[config.mk]
export PLATFORM = sky130hd
export DESIGN_NAME = hbsap_port
export DESIGN_NICKNAME = d
export VERILOG_FILES = /design/src/design/hbsap_sync.v /design/src/design/hbsap_clkdiv.v /design/src/design/hbsap_port.v
export VERILOG_INCLUDE_DIRS = /design/src /design/src/include
export SDC_FILE = /design/constraint.sdc
export NUM_CORES = 1
export LEC_CHECK = 0
export BUFFER_PORTS_ARGS = -buffer_cell sky130_fd_sc_hd__buf_2
export CAP_MARGIN = 10
export CORE_ASPECT_RATIO = 1.5
export CORE_MARGIN = 2
export CORE_UTILIZATION = 50
export DETAILED_ROUTE_END_ITERATION = 10
export GPL_TIMING_DRIVEN = 0
export HOLD_SLACK_MARGIN = 0.15
export PLACE_DENSITY = 0.7
export SLEW_MARGIN = 20
export SYNTH_ARGS = -nofsm -noshare
export SYNTH_HDL_FRONTEND = slang
export SYNTH_HIERARCHICAL = 1
export SYNTH_SLANG_ARGS = --single-unit
[constraint.sdc]
create_clock -name clk -period 4.35 [get_ports clk]
set_input_delay 0.2175 -clock clk [delete_from_list [all_inputs] [get_ports clk]]
set_output_delay 0.2175 -clock clk [all_outputs]
set_load 0.02 [all_outputs]
[src/include/hbsap_regs.vh]
/*
 Constants for the host bus and service acknowledge port: register indices,
 field positions, reset values and timing counts. Definitions only.
*/
`ifndef HBSAP_REGS_VH
`define HBSAP_REGS_VH

// ==========================================================================
// Register indices on the 7-bit address
`define HBSAP_ADDR_REVISION 7'h00
`define HBSAP_ADDR_RX_VECTOR 7'h01
`define HBSAP_ADDR_TX_VECTOR 7'h02
`define HBSAP_ADDR_MODEM_VECTOR 7'h03
`define HBSAP_ADDR_CHAN_MODE 7'h04
`define HBSAP_ADDR_MODEM_ENABLE 7'h05
`define HBSAP_ADDR_REQ_STATUS 7'h06
`define HBSAP_ADDR_MODEM_SIG1 7'h08
`define HBSAP_ADDR_MODEM_SIG2 7'h0c

// ==========================================================================
// Reset values and field positions
`define HBSAP_FW_REVISION 8'h11
`define HBSAP_RX_VECTOR_RST 8'h01
`define HBSAP_TX_VECTOR_RST 8'h02
`define HBSAP_MODEM_VECTOR_RST 8'h03
`define HBSAP_PARALLEL_BIT 0
`define HBSAP_MODEM_SIG_BIT 0

// ==========================================================================
// Timing
`define HBSAP_CLK_MHZ 125
`define HBSAP_RESET_MIN_CYCLES 10
`define HBSAP_INIT_CYCLES 5'd16
`define HBSAP_ACK_DELAY 2'd2

`endif

[src/design/hbsap_sync.v]
/*
 Two flip-flop synchroniser for a group of pin inputs.
 Assumes the inputs are asynchronous to clk; reset value is a parameter.
*/
`timescale 1ns/1ps
module hbsap_sync #(
    parameter W = 1,
    parameter [W-1:0] RST = {W{1'b1}}
) (
    input wire clk,
    input wire srst,
    input wire [W-1:0] d,
    output reg [W-1:0] q
);
    reg [W-1:0] meta_reg;

    always @(posedge clk) begin
        if (srst) begin
            meta_reg <= RST;
            q <= RST;
        end else begin
            meta_reg <= d;
            q <= meta_reg;
        end
    end
endmodule // hbsap_sync

[src/design/hbsap_clkdiv.v]
/*
 Divide-by-two timing enable generator for on-chip timing.
 Assumes a single system clock; produces a tick on every other edge.
*/
`timescale 1ns/1ps
module hbsap_clkdiv (
    input wire clk,
    input wire srst,
    output reg tick
);
    always @(posedge clk) begin
        if (srst) begin
            tick <= 1'b0;
        end else begin
            tick <= ~tick;
        end
    end
endmodule // hbsap_clkdiv

[src/design/hbsap_port.v]
/*
 Host register-access port with service request outputs and the service
 acknowledge daisy chain, plus channel 0 pin reuse and modem outputs.
 Assumes pins arrive asynchronously and are synchronised here; the open-drain
 and bidirectional pins are resolved outside from the enable outputs.
*/
`timescale 1ns/1ps
`include "hbsap_regs.vh"
module hbsap_port (
    input wire clk,
    input wire srst,
    input wire chip_select_n,
    input wire data_strobe_n,
    input wire read_write,
    input wire [6:0] address,
    input wire [7:0] host_data_in,
    output reg [7:0] host_data_out,
    output reg host_data_oe,
    output reg transfer_ack_oe,
    output reg rx_service_request_oe,
    output reg tx_service_request_oe,
    output reg modem_service_request_oe,
    input wire rx_service_ack_n,
    input wire tx_service_ack_n,
    input wire modem_service_ack_n,
    input wire chain_grant_in_n,
    output reg chain_pass_out_n,
    input wire [3:0] rx_need,
    input wire [3:0] tx_need,
    input wire [3:0] modem_lines,
    input wire tx_serial_0,
    input wire printer_strobe_n,
    input wire rx_pin_0,
    output reg rx_serial_0,
    output reg printer_ack_n,
    output reg tx_pin_0,
    output reg [3:0] request_to_send_n,
    output reg [3:0] terminal_ready_n,
    output reg channels_enable,
    output reg init_done
);
    // ======================================================================
    // Input synchronisers
    wire [15:0] sync_q;
    wire cs_s, ds_s, rw_s, ackr_s, ackt_s, ackm_s, grant_s, rxpin_s;
    wire [6:0] addr_s;
    wire [3:0] modem_s;

    hbsap_sync #(.W(16), .RST(16'hffff)) u_sync (
        .clk(clk),
        .srst(srst),
        .d({chip_select_n, data_strobe_n, read_write, rx_service_ack_n,
            tx_service_ack_n, modem_service_ack_n, chain_grant_in_n, rx_pin_0,
            address, modem_lines[0]}),
        .q(sync_q)
    );

    reg [3:0] modem_hi_meta_reg, modem_hi_reg;
    assign {cs_s, ds_s, rw_s, ackr_s, ackt_s, ackm_s, grant_s, rxpin_s} = sync_q[15:8];
    assign addr_s = sync_q[7:1];
    assign modem_s = {modem_hi_reg[3:1], sync_q[0]};

    // ======================================================================
    // Divided timing
    wire tick;

    hbsap_clkdiv u_div (
        .clk(clk),
        .srst(srst),
        .tick(tick)
    );

    // ======================================================================
    // Registers and state
    localparam ST_INIT = 2'd0;
    localparam ST_IDLE = 2'd1;
    localparam ST_WORK = 2'd2;
    localparam ST_ACK = 2'd3;

    reg [1:0] state_reg;
    reg [4:0] init_cnt_reg;
    reg [1:0] work_cnt_reg;
    reg [7:0] revision_reg, rx_vec_reg, tx_vec_reg, modem_vec_reg;
    reg [7:0] chan_mode_reg, modem_en_reg, modem_sig1_reg, modem_sig2_reg;
    reg [3:0] modem_prev_reg, modem_chg_reg;
    reg [2:0] ack_kind_reg;
    wire [7:0] host_data_s;
    reg [7:0] data_meta_reg, data_reg;

    // Register read decode, used by the read path
    function [7:0] reg_read;
        input [6:0] a;
        begin
            case (a)
                `HBSAP_ADDR_REVISION: reg_read = revision_reg;
                `HBSAP_ADDR_RX_VECTOR: reg_read = rx_vec_reg;
                `HBSAP_ADDR_TX_VECTOR: reg_read = tx_vec_reg;
                `HBSAP_ADDR_MODEM_VECTOR: reg_read = modem_vec_reg;
                `HBSAP_ADDR_CHAN_MODE: reg_read = chan_mode_reg;
                `HBSAP_ADDR_MODEM_ENABLE: reg_read = modem_en_reg;
                `HBSAP_ADDR_REQ_STATUS: reg_read = {4'h0, modem_chg_reg};
                `HBSAP_ADDR_MODEM_SIG1: reg_read = modem_sig1_reg;
                `HBSAP_ADDR_MODEM_SIG2: reg_read = modem_sig2_reg;
                default: reg_read = 8'h00;
            endcase
        end
    endfunction

    assign host_data_s = data_reg;

    wire rx_pend = |rx_need;
    wire tx_pend = |tx_need;
    wire modem_pend = |modem_chg_reg;
    wire one_ack = (~ackr_s & ackt_s & ackm_s) | (ackr_s & ~ackt_s & ackm_s)
        | (ackr_s & ackt_s & ~ackm_s);
    wire host_start = ~cs_s & ~ds_s;
    wire svc_start = ~grant_s & ~ds_s & one_ack;
    wire svc_pend = (~ackr_s & rx_pend) | (~ackt_s & tx_pend) | (~ackm_s & modem_pend);
    wire cycle_live = ~ds_s & (ack_kind_reg != 3'b000 ? 1'b1 : ~cs_s);
    wire parallel0 = chan_mode_reg[`HBSAP_PARALLEL_BIT];
    wire [3:0] modem_new = modem_s ^ modem_prev_reg;

    // ======================================================================
    // Cycle sequencer
    always @(posedge clk) begin
        if (srst) begin
            state_reg <= ST_INIT;
            init_cnt_reg <= 5'd0;
            work_cnt_reg <= 2'd0;
            revision_reg <= 8'h00;
            rx_vec_reg <= 8'h00;
            tx_vec_reg <= 8'h00;
            modem_vec_reg <= 8'h00;
            chan_mode_reg <= 8'h00;
            modem_en_reg <= 8'h00;
            modem_sig1_reg <= 8'h00;
            modem_sig2_reg <= 8'h00;
            ack_kind_reg <= 3'b000;
            host_data_out <= 8'h00;
            host_data_oe <= 1'b0;
            transfer_ack_oe <= 1'b0;
            chain_pass_out_n <= 1'b1;
            channels_enable <= 1'b0;
            init_done <= 1'b0;
            data_meta_reg <= 8'h00;
            data_reg <= 8'h00;
            modem_hi_meta_reg <= 4'hf;
            modem_hi_reg <= 4'hf;
        end else begin
            data_meta_reg <= host_data_in;
            data_reg <= data_meta_reg;
            modem_hi_meta_reg <= modem_lines;
            modem_hi_reg <= modem_hi_meta_reg;
            case (state_reg)
                ST_INIT: begin
                    if (tick) begin
                        init_cnt_reg <= init_cnt_reg + 5'd1;
                    end
                    rx_vec_reg <= `HBSAP_RX_VECTOR_RST;
                    tx_vec_reg <= `HBSAP_TX_VECTOR_RST;
                    modem_vec_reg <= `HBSAP_MODEM_VECTOR_RST;
                    channels_enable <= 1'b0;
                    if (init_cnt_reg == `HBSAP_INIT_CYCLES) begin
                        revision_reg <= `HBSAP_FW_REVISION;
                        init_done <= 1'b1;
                        channels_enable <= 1'b1;
                        state_reg <= ST_IDLE;
                    end
                end
                ST_IDLE: begin
                    chain_pass_out_n <= 1'b1;
                    if (svc_start) begin
                        if (svc_pend) begin
                            ack_kind_reg <= {~ackm_s, ~ackt_s, ~ackr_s};
                            work_cnt_reg <= 2'd0;
                            state_reg <= ST_WORK;
                        end else begin
                            chain_pass_out_n <= 1'b0;
                        end
                    end else if (host_start) begin
                        ack_kind_reg <= 3'b000;
                        work_cnt_reg <= 2'd0;
                        state_reg <= ST_WORK;
                    end
                end
                ST_WORK: begin
                    if (!cycle_live) begin
                        state_reg <= ST_IDLE;
                    end else if (work_cnt_reg == `HBSAP_ACK_DELAY) begin
                        state_reg <= ST_ACK;
                        transfer_ack_oe <= 1'b1;
                        if (ack_kind_reg[0]) begin
                            host_data_out <= rx_vec_reg;
                            host_data_oe <= 1'b1;
                        end else if (ack_kind_reg[1]) begin
                            host_data_out <= tx_vec_reg;
                            host_data_oe <= 1'b1;
                        end else if (ack_kind_reg[2]) begin
                            host_data_out <= modem_vec_reg;
                            host_data_oe <= 1'b1;
                        end else if (rw_s) begin
                            host_data_out <= reg_read(addr_s);
                            host_data_oe <= 1'b1;
                        end else begin
                            case (addr_s)
                                `HBSAP_ADDR_RX_VECTOR: rx_vec_reg <= host_data_s;
                                `HBSAP_ADDR_TX_VECTOR: tx_vec_reg <= host_data_s;
                                `HBSAP_ADDR_MODEM_VECTOR: modem_vec_reg <= host_data_s;
                                `HBSAP_ADDR_CHAN_MODE: chan_mode_reg <= host_data_s;
                                `HBSAP_ADDR_MODEM_ENABLE: modem_en_reg <= host_data_s;
                                `HBSAP_ADDR_MODEM_SIG1: modem_sig1_reg <= host_data_s;
                                `HBSAP_ADDR_MODEM_SIG2: modem_sig2_reg <= host_data_s;
                                default: ;
                            endcase
                        end
                    end else begin
                        work_cnt_reg <= work_cnt_reg + 2'd1;
                    end
                end
                ST_ACK: begin
                    if (!cycle_live) begin
                        transfer_ack_oe <= 1'b0;
                        host_data_oe <= 1'b0;
                        ack_kind_reg <= 3'b000;
                        state_reg <= ST_IDLE;
                    end
                end
                default: state_reg <= ST_INIT;
            endcase
        end
    end

    // ======================================================================
    // Modem change tracking; a new change wins over the acknowledge clear
    always @(posedge clk) begin
        if (srst) begin
            modem_prev_reg <= 4'hf;
            modem_chg_reg <= 4'h0;
        end else begin
            modem_prev_reg <= modem_s;
            if (state_reg == ST_ACK && ack_kind_reg[2] && !cycle_live) begin
                modem_chg_reg <= modem_new & modem_en_reg[3:0];
            end else begin
                modem_chg_reg <= modem_chg_reg | (modem_new & modem_en_reg[3:0]);
            end
        end
    end

    // ======================================================================
    // Service requests, modem outputs and channel 0 pin reuse
    always @(posedge clk) begin
        if (srst) begin
            rx_service_request_oe <= 1'b0;
            tx_service_request_oe <= 1'b0;
            modem_service_request_oe <= 1'b0;
            request_to_send_n <= 4'hf;
            terminal_ready_n <= 4'hf;
            tx_pin_0 <= 1'b1;
            rx_serial_0 <= 1'b1;
            printer_ack_n <= 1'b1;
        end else begin
            rx_service_request_oe <= rx_pend & init_done;
            tx_service_request_oe <= tx_pend & init_done;
            modem_service_request_oe <= modem_pend & init_done;
            request_to_send_n <=
                {4{~modem_sig1_reg[`HBSAP_MODEM_SIG_BIT]}};
            terminal_ready_n <= {4{~modem_sig2_reg[`HBSAP_MODEM_SIG_BIT]}};
            tx_pin_0 <= parallel0 ? printer_strobe_n : tx_serial_0;
            rx_serial_0 <= parallel0 ? 1'b1 : rxpin_s;
            printer_ack_n <= parallel0 ? rxpin_s : 1'b1;
        end
    end
endmodule // hbsap_port

# Yosys cells after proc, flatten, opt, wreduce, memory -nomap -nowiden
# Index checks and enable logic that the tools add are counted.
[op_classes] n_addsub=2 mul=0 div=0 magnitude_cmp=0 eq_ne=29 shifts=0 muxes=65 n_bitwise=37 reduce_logical=31
[ops] cell="$mux W8" n=25
[ops] cell="$pmux W8 S9" n=1
[ops] cell="$reduce_and A8 Y1" n=7
[ops] cell="$pmux W8 S2" n=3
[ops] cell="$mux W2" n=12
[ops] cell="$eq A7 B3 Y1 const B" n=3
[ops] cell="$ne A2 B2 Y1 const B" n=9
[ops] cell="$and A1 B1 Y1" n=16
[ops] cell="$reduce_and A5 Y1" n=3
[ops] cell="$eq A7 B2 Y1 const B" n=2
[ops] cell="$eq A7 B4 Y1 const B" n=2
[ops] cell="$mux W1" n=14
[ops] cell="$not A1 Y1" n=14
[ops] cell="$mux W3" n=4
[ops] cell="$reduce_and A4 Y1" n=3
[ops] cell="$reduce_or A4 Y1" n=3
[ops] cell="$ne A3 B3 Y1 const B" n=3
[ops] cell="$pmux W2 S4" n=1
[ops] cell="$reduce_bool A2 Y1" n=4
[ops] cell="$eq A7 B1 Y1 const B" n=1
[ops] cell="$logic_not A7 Y1" n=1
[ops] cell="$eq A2 B2 Y1 const B" n=3
[ops] cell="$ne A2 B1 Y1 const B" n=3
[ops] cell="$pmux W3 S2" n=1
[ops] cell="19 further kinds" n=26
[totals] regBits=155 latchBits=0 mem_bits_rw=0 romBits=0 inputBits=39 output_inout_bits=27 memories=0

# Longest topological paths before layout
# Gate-level depths: netlist (run 1).
[logic_depth] depth_word=9 ltp_mapped=8 depth_no_buf=7

# By module
# Netlist (run 1), hierarchy kept.
[by_module_without_submodules] mod="hbsap_port" instances=1 cells_per_inst=568 area_per_inst_um2=5255.0
[by_module_without_submodules] mod="hbsap_sync" instances=1 cells_per_inst=67 area_per_inst_um2=874.6
[by_module_without_submodules] mod="hbsap_clkdiv" instances=1 cells_per_inst=2 area_per_inst_um2=23.8

# Worst setup path after synthesis (run 1)
# No wires, ideal clock.
[synth_timing] kind="register -> register" from="register ack_kind_reg[2]" to="register modem_sig2_reg[7]" setup_time_ns=0.128 t_arrival_ns=2.226 t_required_ns=4.222 setup_slack_ns=1.996 path_stages_with_launch=6 path_buffers=0 period_less_slack_ns=2.354 path_cell_list="dfxtp_1 > or4_4 > or4b_4 > nor4_4 > mux2i_1 > nor2_1"
[synth_via] elab_chain_len=4 elab_cells_between_ends=5
[synth_lines] element="start, declared" line="hbsap_port.v:86" text="reg [2:0] ack_kind_reg;"
[synth_lines] element="start signal, assigned" line="hbsap_port.v:174" text="ack_kind_reg <= {~ackm_s, ~ackt_s, ~ackr_s};"
[synth_lines] element="$reduce_bool A3 Y1" line="hbsap_port.v:119" text="wire cycle_live = ~ds_s & (ack_kind_reg != 3'b000 ? 1'b1 : ~cs_s);"
[synth_lines] element="$mux W1" line="hbsap_port.v:119"
[synth_lines] element="$and A1 B1 Y1" line="hbsap_port.v:119"
[synth_lines] element="$reduce_and A8 Y1 (no line) (*)"
[synth_lines] element="end signal, assigned" line="hbsap_port.v:212" text="`HBSAP_ADDR_MODEM_SIG2: modem_sig2_reg <= host_data_s;"
[synth_lines] element="end, declared" line="hbsap_port.v:84" text="reg [7:0] chan_mode_reg, modem_en_reg, modem_sig1_reg, modem_sig2_reg;"
# Mark *: on every way between the ends. The rest lies on a longest branch, timed or not.
# A chain may end at the register's enable or synchronous reset.

# Final worst setup path (run 1)
[layout_timing] from="register ack_kind_reg[2]" to="register modem_vec_reg[5]"
[layout_via] elab_chain_len=5 elab_cells_between_ends=6
[layout_lines] element="$reduce_bool A3 Y1" line="hbsap_port.v:119"
[layout_lines] element="$mux W1" line="hbsap_port.v:119"
[layout_lines] element="$and A1 B1 Y1" line="hbsap_port.v:119"
[layout_lines] element="$ne A2 B2 Y1 (no line)"
[layout_lines] element="$reduce_and A8 Y1 (no line) (*)"
[layout_lines] element="end signal, assigned" line="hbsap_port.v:161" text="modem_vec_reg <= `HBSAP_MODEM_VECTOR_RST;"
[layout_lines] element="end signal, assigned" line="hbsap_port.v:208" text="`HBSAP_ADDR_MODEM_VECTOR: modem_vec_reg <= host_data_s;"
[layout_lines] element="end, declared" line="hbsap_port.v:83" text="reg [7:0] revision_reg, rx_vec_reg, tx_vec_reg, modem_vec_reg;"
# Marks and branches as above.

==> impl_metrics.yaml, run 1 <==
power:
  powerDensity_nw_per_um2: 412
  ir_worst_vdd_mv: 0.268
  leakage_uw: 0.00292
floorplanning:
  fp.dieH_um: 140
  die_area_um2: 13200
  core-area_um2: 12000
  num_io_pins: 66
  die_width_um: 94.6
  start_util_pct: 51.2
  num_rows: 49
clock_network:
  clk_pin_slew_worst_paths_ns: 0.06
  holdBufCountCts: 35
  clockBufferDepth: 2
  root_buffer: "clkbuf_16"
  clock_latency_ns: 0.41
  post-cts-setup-buffer-count: 0
  ctsResizeCount: 0
  cts_buffers: 17
  htreeDepth: 4
  cts_tree: "yes"
  cts.sinks: 152
route:
  drc_errors: 0
  drt_iter0_markers: 317
  postRouteAntennaNets: 0
  wirelength_mm: 15.6
  vias: 5035
  route.detailed.wl_per_inst_um: 16.9
  firstDrtPassIters: 5
  vias_per_cell: 5.46
logic_synthesis:
  synthArstFlopShare_pct: 0
  syn_avg_cell_area_um2: 9.66
  ys_seq_area_share_pct: 49.5
  synth-seq-cells: 152
  yosys_most_used_dff: "dfxtp_1"
  synth_fa_ha_area_share_pct: 1.63
  synth_top_family_by_area: "simple AND/OR/NAND/NOR gates"
  ys_warn_count: 6
  syn_inst: 637
  synth_compound_area_share_pct: 12.2
  synthMuxAreaShare_pct: 9.52
  syn_nets: 684
  ys_types: 56
  synthSimpleGateAreaFrac_pct: 21.9
  mappedNetlistArea_um2: 6150
  synthXorXnorAreaFrac_pct: 1.28
  synth_edf_count: 0
setup_path:
  crit_type: "reg2reg"
  crit_fanout: 10
  cp-end-kind: "flip-flop"
  critPathMaxStageDelay_ns: 0.73
  crit_family: "simple AND/OR/NAND/NOR gates"
  start_kind: "flip-flop"
  crit_buf_inv: 1
  crit_required_ns: 4.63
  reg2reg_slack_ns: 1.53
  cp_cell_sequence: "or4_4 -> nor4b_1 -> nand4_1 -> clkbuf_1 -> nand3_1 -> o21ai_0"
  slowest_stage: "nor4b_1"
  crit_arrival_ns: 3.10
sta:
  finalSetupViolCount: 0
  finalClockSkew_ns: 0.00692
  fin_crit_ns: 2.82
  setup_tns_ns: 0
  rsz0062_at_grt: "no"
  hold_viol: 0
  worstMarginPinSlew_ns: 1.12
  slew_violations: 0
  fmax_ghz: 0.354
  maxSlewHeadroom_pct: 24.0
  period_share_pct: 64.9
global_route:
  grt_pass1_wl_mm: 25.4
  grt_pass1_vias: 4990
  globalRouteOverflowTotal: 0
  grt_usage_pct: 25.0
  grt_start_max_net_pins: 17
  antenna_found_initial: 0
layout:
  instances_no_fill: 923
  diodes: 0
  fin_util_pct: 63.7
  areaGrowthSynthToFinish_pct: 24.3
  drive_gt1_share_pct: 17.9
  fillCellCount: 1048
  finish.net_count: 804
  final_area_um2: 7650
place:
  place_area_um2: 6690
  port-buffer-count: 65
  place.gp.congestion: 0.916
  dpl.hpwl_mm: 11.4
  dp.cells: 856
run_status:
  status: "completed"
worst_hold_path:
  worstHoldPathType: "reg2reg"
job:
  cap_viol_max_count: 0
placed cells by master, fill, tap and decap left out, types with 7 or more instances in the layout:
cell and instances:
dfxtp_1 152, buf_2 68, nor2_1 66, mux2i_1 45, dlygate4sd3_1 35, clkbuf_1 32, or2_1 32, nor2b_1 30
o21ai_0 30, nand3_1 28, a21oi_1 23, clkbuf_16 17, nand2_1 14, nand2b_1 13, or2_2 11, a22oi_1 11
a221oi_1 10, mux2_2 10, o22ai_1 10, inv_1 10, nor3_1 8, a211oi_1 8, ha_1 8, xor2_1 7
stage by stage:
stage                     hold WS [ns]  worst slack [ns]  power [uW]
after floorplan                  0.284              2.00        1590
after global placement           0.388              1.48        1650
after detailed placement         0.394              1.55        1660
after CTS                        0.395              1.55        3170
after global routing             0.420              1.24        3260
final                            0.407              1.53        3150
layer usage:
layer / GRT usage [%] / wire (um) / vias to the layer above
met1: 29.9 / 6500 / 2355
met5: 0 / 0 / -
li1: - / - / 2493
met3: 4.66 / 640 / 28
met2: 44.2 / 8130 / 159
met4: 8.70 / 346 / 0
cell type report:
type                    instances  area, um2  share of cell area, %
plain buffers                  44        213                   2.78
repair buffers                101        681                   8.90
inverters                      10       37.5                  0.491
multi-input cells             431       2870                   37.6
well taps                     153        191                   2.50
flip-flops and latches        152       3040                   39.8
clock inverters                13        168                   2.19
clock buffers                  19        443                   5.79
cell families (layout without fill, tap and decap cells):
group,after synthesis,in the layout
DFF,152,152
muxes,56,56
adders and majority gates,8,8
AOI/OAI and AO/OA,115,115
buffers and inverters,54,187
xor gates and xnor gates,9,9
and+or+nand+nor,243,243
Yosys cell counts, drive strengths merged, types with 2 or more instances:
cell type / count / area share (%)
a22oi: 11 / 1.3
ha: 8 / 1.6
a221oi: 10 / 1.4
nand3: 28 / 2.3
nor4b: 3 / 0.43
mux2i: 45 / 7.3
a31oi: 2 / 0.20
a2111oi: 2 / 0.28
xor2: 7 / 1.0
o21ai: 30 / 2.4
nand3b: 4 / 0.49
nor3: 9 / 0.92
xnor2: 2 / 0.28
or3: 4 / 0.41
a211o: 3 / 0.43
nor2b: 30 / 3.1
nand2: 14 / 0.85
mux2: 10 / 1.8
o22ai: 10 / 1.0
or2: 43 / 4.4
clkbuf: 31 / 1.9
nand4: 3 / 0.31
o31ai: 4 / 0.49
nor2: 66 / 4.0
nand2b: 13 / 1.3
o221ai: 2 / 0.28
nor4: 7 / 0.96
nor3b: 3 / 0.37
a211oi: 8 / 0.98
dfxtp: 152 / 49
a2111o: 2 / 0.37
or4: 4 / 0.55
buf: 13 / 1.6
and3: 6 / 0.61
a21oi: 23 / 1.9
o211ai: 2 / 0.24
or4b: 3 / 0.55
inv: 10 / 0.61
power breakdown:
group	internal, uW	leakage (uW)	total, uW	switching [uW]
Sequential	1430	0.00124	1450	25.9
Clock	926	0.000300	1500	570
Combinational	90.5	0.00138	200	109
Total	2440	0.00292	3150	705
path summary, 6_finish.rpt:
kind	from	to	cells after the start
max	ack_kind_reg[2]	modem_vec_reg[5]	6
min	modem_hi_meta_reg[3]	modem_hi_reg[3]	1
max reg2reg	ack_kind_reg[2]	modem_vec_reg[5]	6
min reg2reg	modem_hi_meta_reg[3]	modem_hi_reg[3]	1
Power figures use the tool's default switching activity.
==> run 2, diff against run 1 <==
PLACE_DENSITY = 0.72   (was 0.7)
clock period = 2.5 ns   (was 4.35 ns; I/O delays follow)
==> impl_metrics.yaml, run 2 (synthesis results as in run 1) <==
power:
  powerDensity_nw_per_um2: 701
  comb_power_share_pct: 6.5
  swShare_pct: 24.4
  p_int_uw: 4170
  clockPowerShare_pct: 47.5
  p_seq_share_pct: 46.0
  switchingPower_uw: 1340
  ir_worst_vdd_mv: 0.608
  leakage_uw: 0.00300
route:
  met2_wirelength_mm: 8.54
  top_layer_used: "met4"
  vias_per_cell: 5.60
  vias: 5249
  routed-wl-met3_um: 814
  m1WireLength_mm: 6.41
  wirelength_mm: 16.2
  firstDrtPassIters: 5
  drc_errors: 0
  route.detailed.wl_per_inst_um: 17.3
  drt_iter0_markers: 343
  postRouteAntennaNets: 0
setup_path:
  crit_fanout: 8
  regToRegStartpoint: "u_sync/q[4]"
  cp-end-kind: "flip-flop"
  crit_arrival_ns: 2.84
  start_kind: "flip-flop"
  startpoint: "u_sync/q[4]"
  rr_worst_depth: 6
  rr_endpoint: "chan_mode_reg[6]"
  reg2reg_slack_ns: -0.04
  crit_required_ns: 2.80
  crit_type: "reg2reg"
floorplanning:
  num_io_pins: 66
  die_width_um: 94.6
  num_rows: 49
  start_util_pct: 51.2
  die_area_um2: 13200
  fp.dieH_um: 140
  core-area_um2: 12000
clock_network:
  cts_tree: "yes"
  clock_latency_ns: 0.43
  cts.sinks: 152
  cts_buffers: 17
  htreeDepth: 4
  clk_pin_slew_worst_paths_ns: 0.07
  clockBufferDepth: 2
  root_buffer: "clkbuf_16"
worst_hold_path:
  hold_depth: 5
  min_delay_worst_endpoint: "chain_pass_out_n"
  min_from: "rx_need[2]"
  worstHoldPathType: "in2reg"
sta:
  fin_hold_ws_ns: 0.292
  period_share_pct: 102
  finalSetupViolCount: 8
  finalClockSkew_ns: 0.0105
  fin_ws_ns: -0.0419
  rsz0062_at_grt: "yes"
  fin_crit_ns: 2.54
  hold_viol: 0
  slew_violations: 0
  fmax_ghz: 0.393
  maxSlewHeadroom_pct: 47.1
  worstMarginPinSlew_ns: 0.787
global_route:
  grt_usage_pct: 26.0
  grt_start_max_net_pins: 17
  antenna_found_initial: 0
  globalRouteOverflowTotal: 0
  grt_pass1_vias: 5218
  grt_pass1_wl_mm: 26.2
layout:
  register_area_um2: 3040
  multi_input_area_um2: 2920
  fillCellCount: 1009
  drive_gt1_share_pct: 19.9
  final_common_cell: "dfxtp_1"
  final_area_um2: 7860
  areaGrowthSynthToFinish_pct: 27.7
  finish.net_count: 819
  most-common-layout-cells: "152 x dfxtp_1, 70 x buf_2, 66 x nor2_1"
  diodes: 0
place:
  port-buffer-count: 65
  dp_slack_ns: -0.378
  place_area_um2: 6690
  place.gp.congestion: 0.925
  dpl.hpwl_mm: 11.3
job:
  cap_viol_max_count: 0
run_status:
  status: "finished, violations left"
  violations: "negative setup slack"
==> run 2: cell count changes in the layout (fill, tap and decap cells not counted), sizes merged <==
cell / change
dlygate4sd3: +10
buf: +6
inv: +6
clkbuf: -3
clkinv: -2
bufinv: -1
clkinvlp: -1
==> run 2: what timing repair did <==
action,CTS,global route
hold buffers,45,0
resized for setup,7,8
endpoints found under the hold margin,42,0
pin swaps,5,2
endpoints found under the setup margin,60,41
buffers inserted,6,0
==> run 2: layer usage <==
metal  vias up  global-route usage (%)
met5         -                       0
met4         0                    10.6
met3        39                    5.09
met2       191                    46.8
met1      2499                    29.3
li1       2520                       -
==> run 2: layout make-up <==
type | instances | share of cell area, %
Buffer | 42 | 2.67
Clock buffer | 17 | 5.41
Sequential cell | 152 | 38.7
Tap cell | 153 | 2.44
Timing Repair Buffer | 118 | 10.9
Clock inverter | 15 | 2.29
Inverter | 10 | 0.478
Multi-Input combinational cell | 431 | 37.1
==> run 2: how the worst max path moves through the flow <==
stage / end / slack, ns / cells past startpoint
after CTS: host_data_out[2] / 0.006 / 6
after detailed placement: modem_vec_reg[5] / -0.38 / 6
after floorplan: modem_sig2_reg[7] / 0.15 / 5
after global routing: tx_vec_reg[1] / -0.03 / 6
after global placement: modem_vec_reg[6] / -0.42 / 5
final: chan_mode_reg[6] / -0.04 / 6
==> run 2: critical path, stage by stage (launching register included) <==
cell	delay, ns
dfxtp_1	0.37
or4_4	0.65
nor4_1	0.59
and3_1	0.24
buf_2	0.28
mux2i_1	0.24
nor2_1	0.05
==> run 2: power groups by stage <==
stage	Clock [uW]	Combinational (uW)	Sequential, uW
global route	2760	393	2540
floorplan	0	201	2570
CTS	2650	359	2530
detailed placement	0	303	2580
global placement	0	288	2580
finish	2620	360	2530
==> run 2: through the flow <==
step / cells / total power, uW / TNS [ns] / utilization, %
2_1_floorplan: 637 / 2770 / 0 / -
3_3_place_gp: 855 / 2870 / -12.03 / 55.5
3_5_place_dp: 857 / 2890 / -9.95 / 55.7
4_1_cts: 939 / 5540 / 0 / 65.3
5_1_grt: 938 / 5690 / -0.191 / 65.4
6_report: 938 / 5510 / -0.215 / 65.4
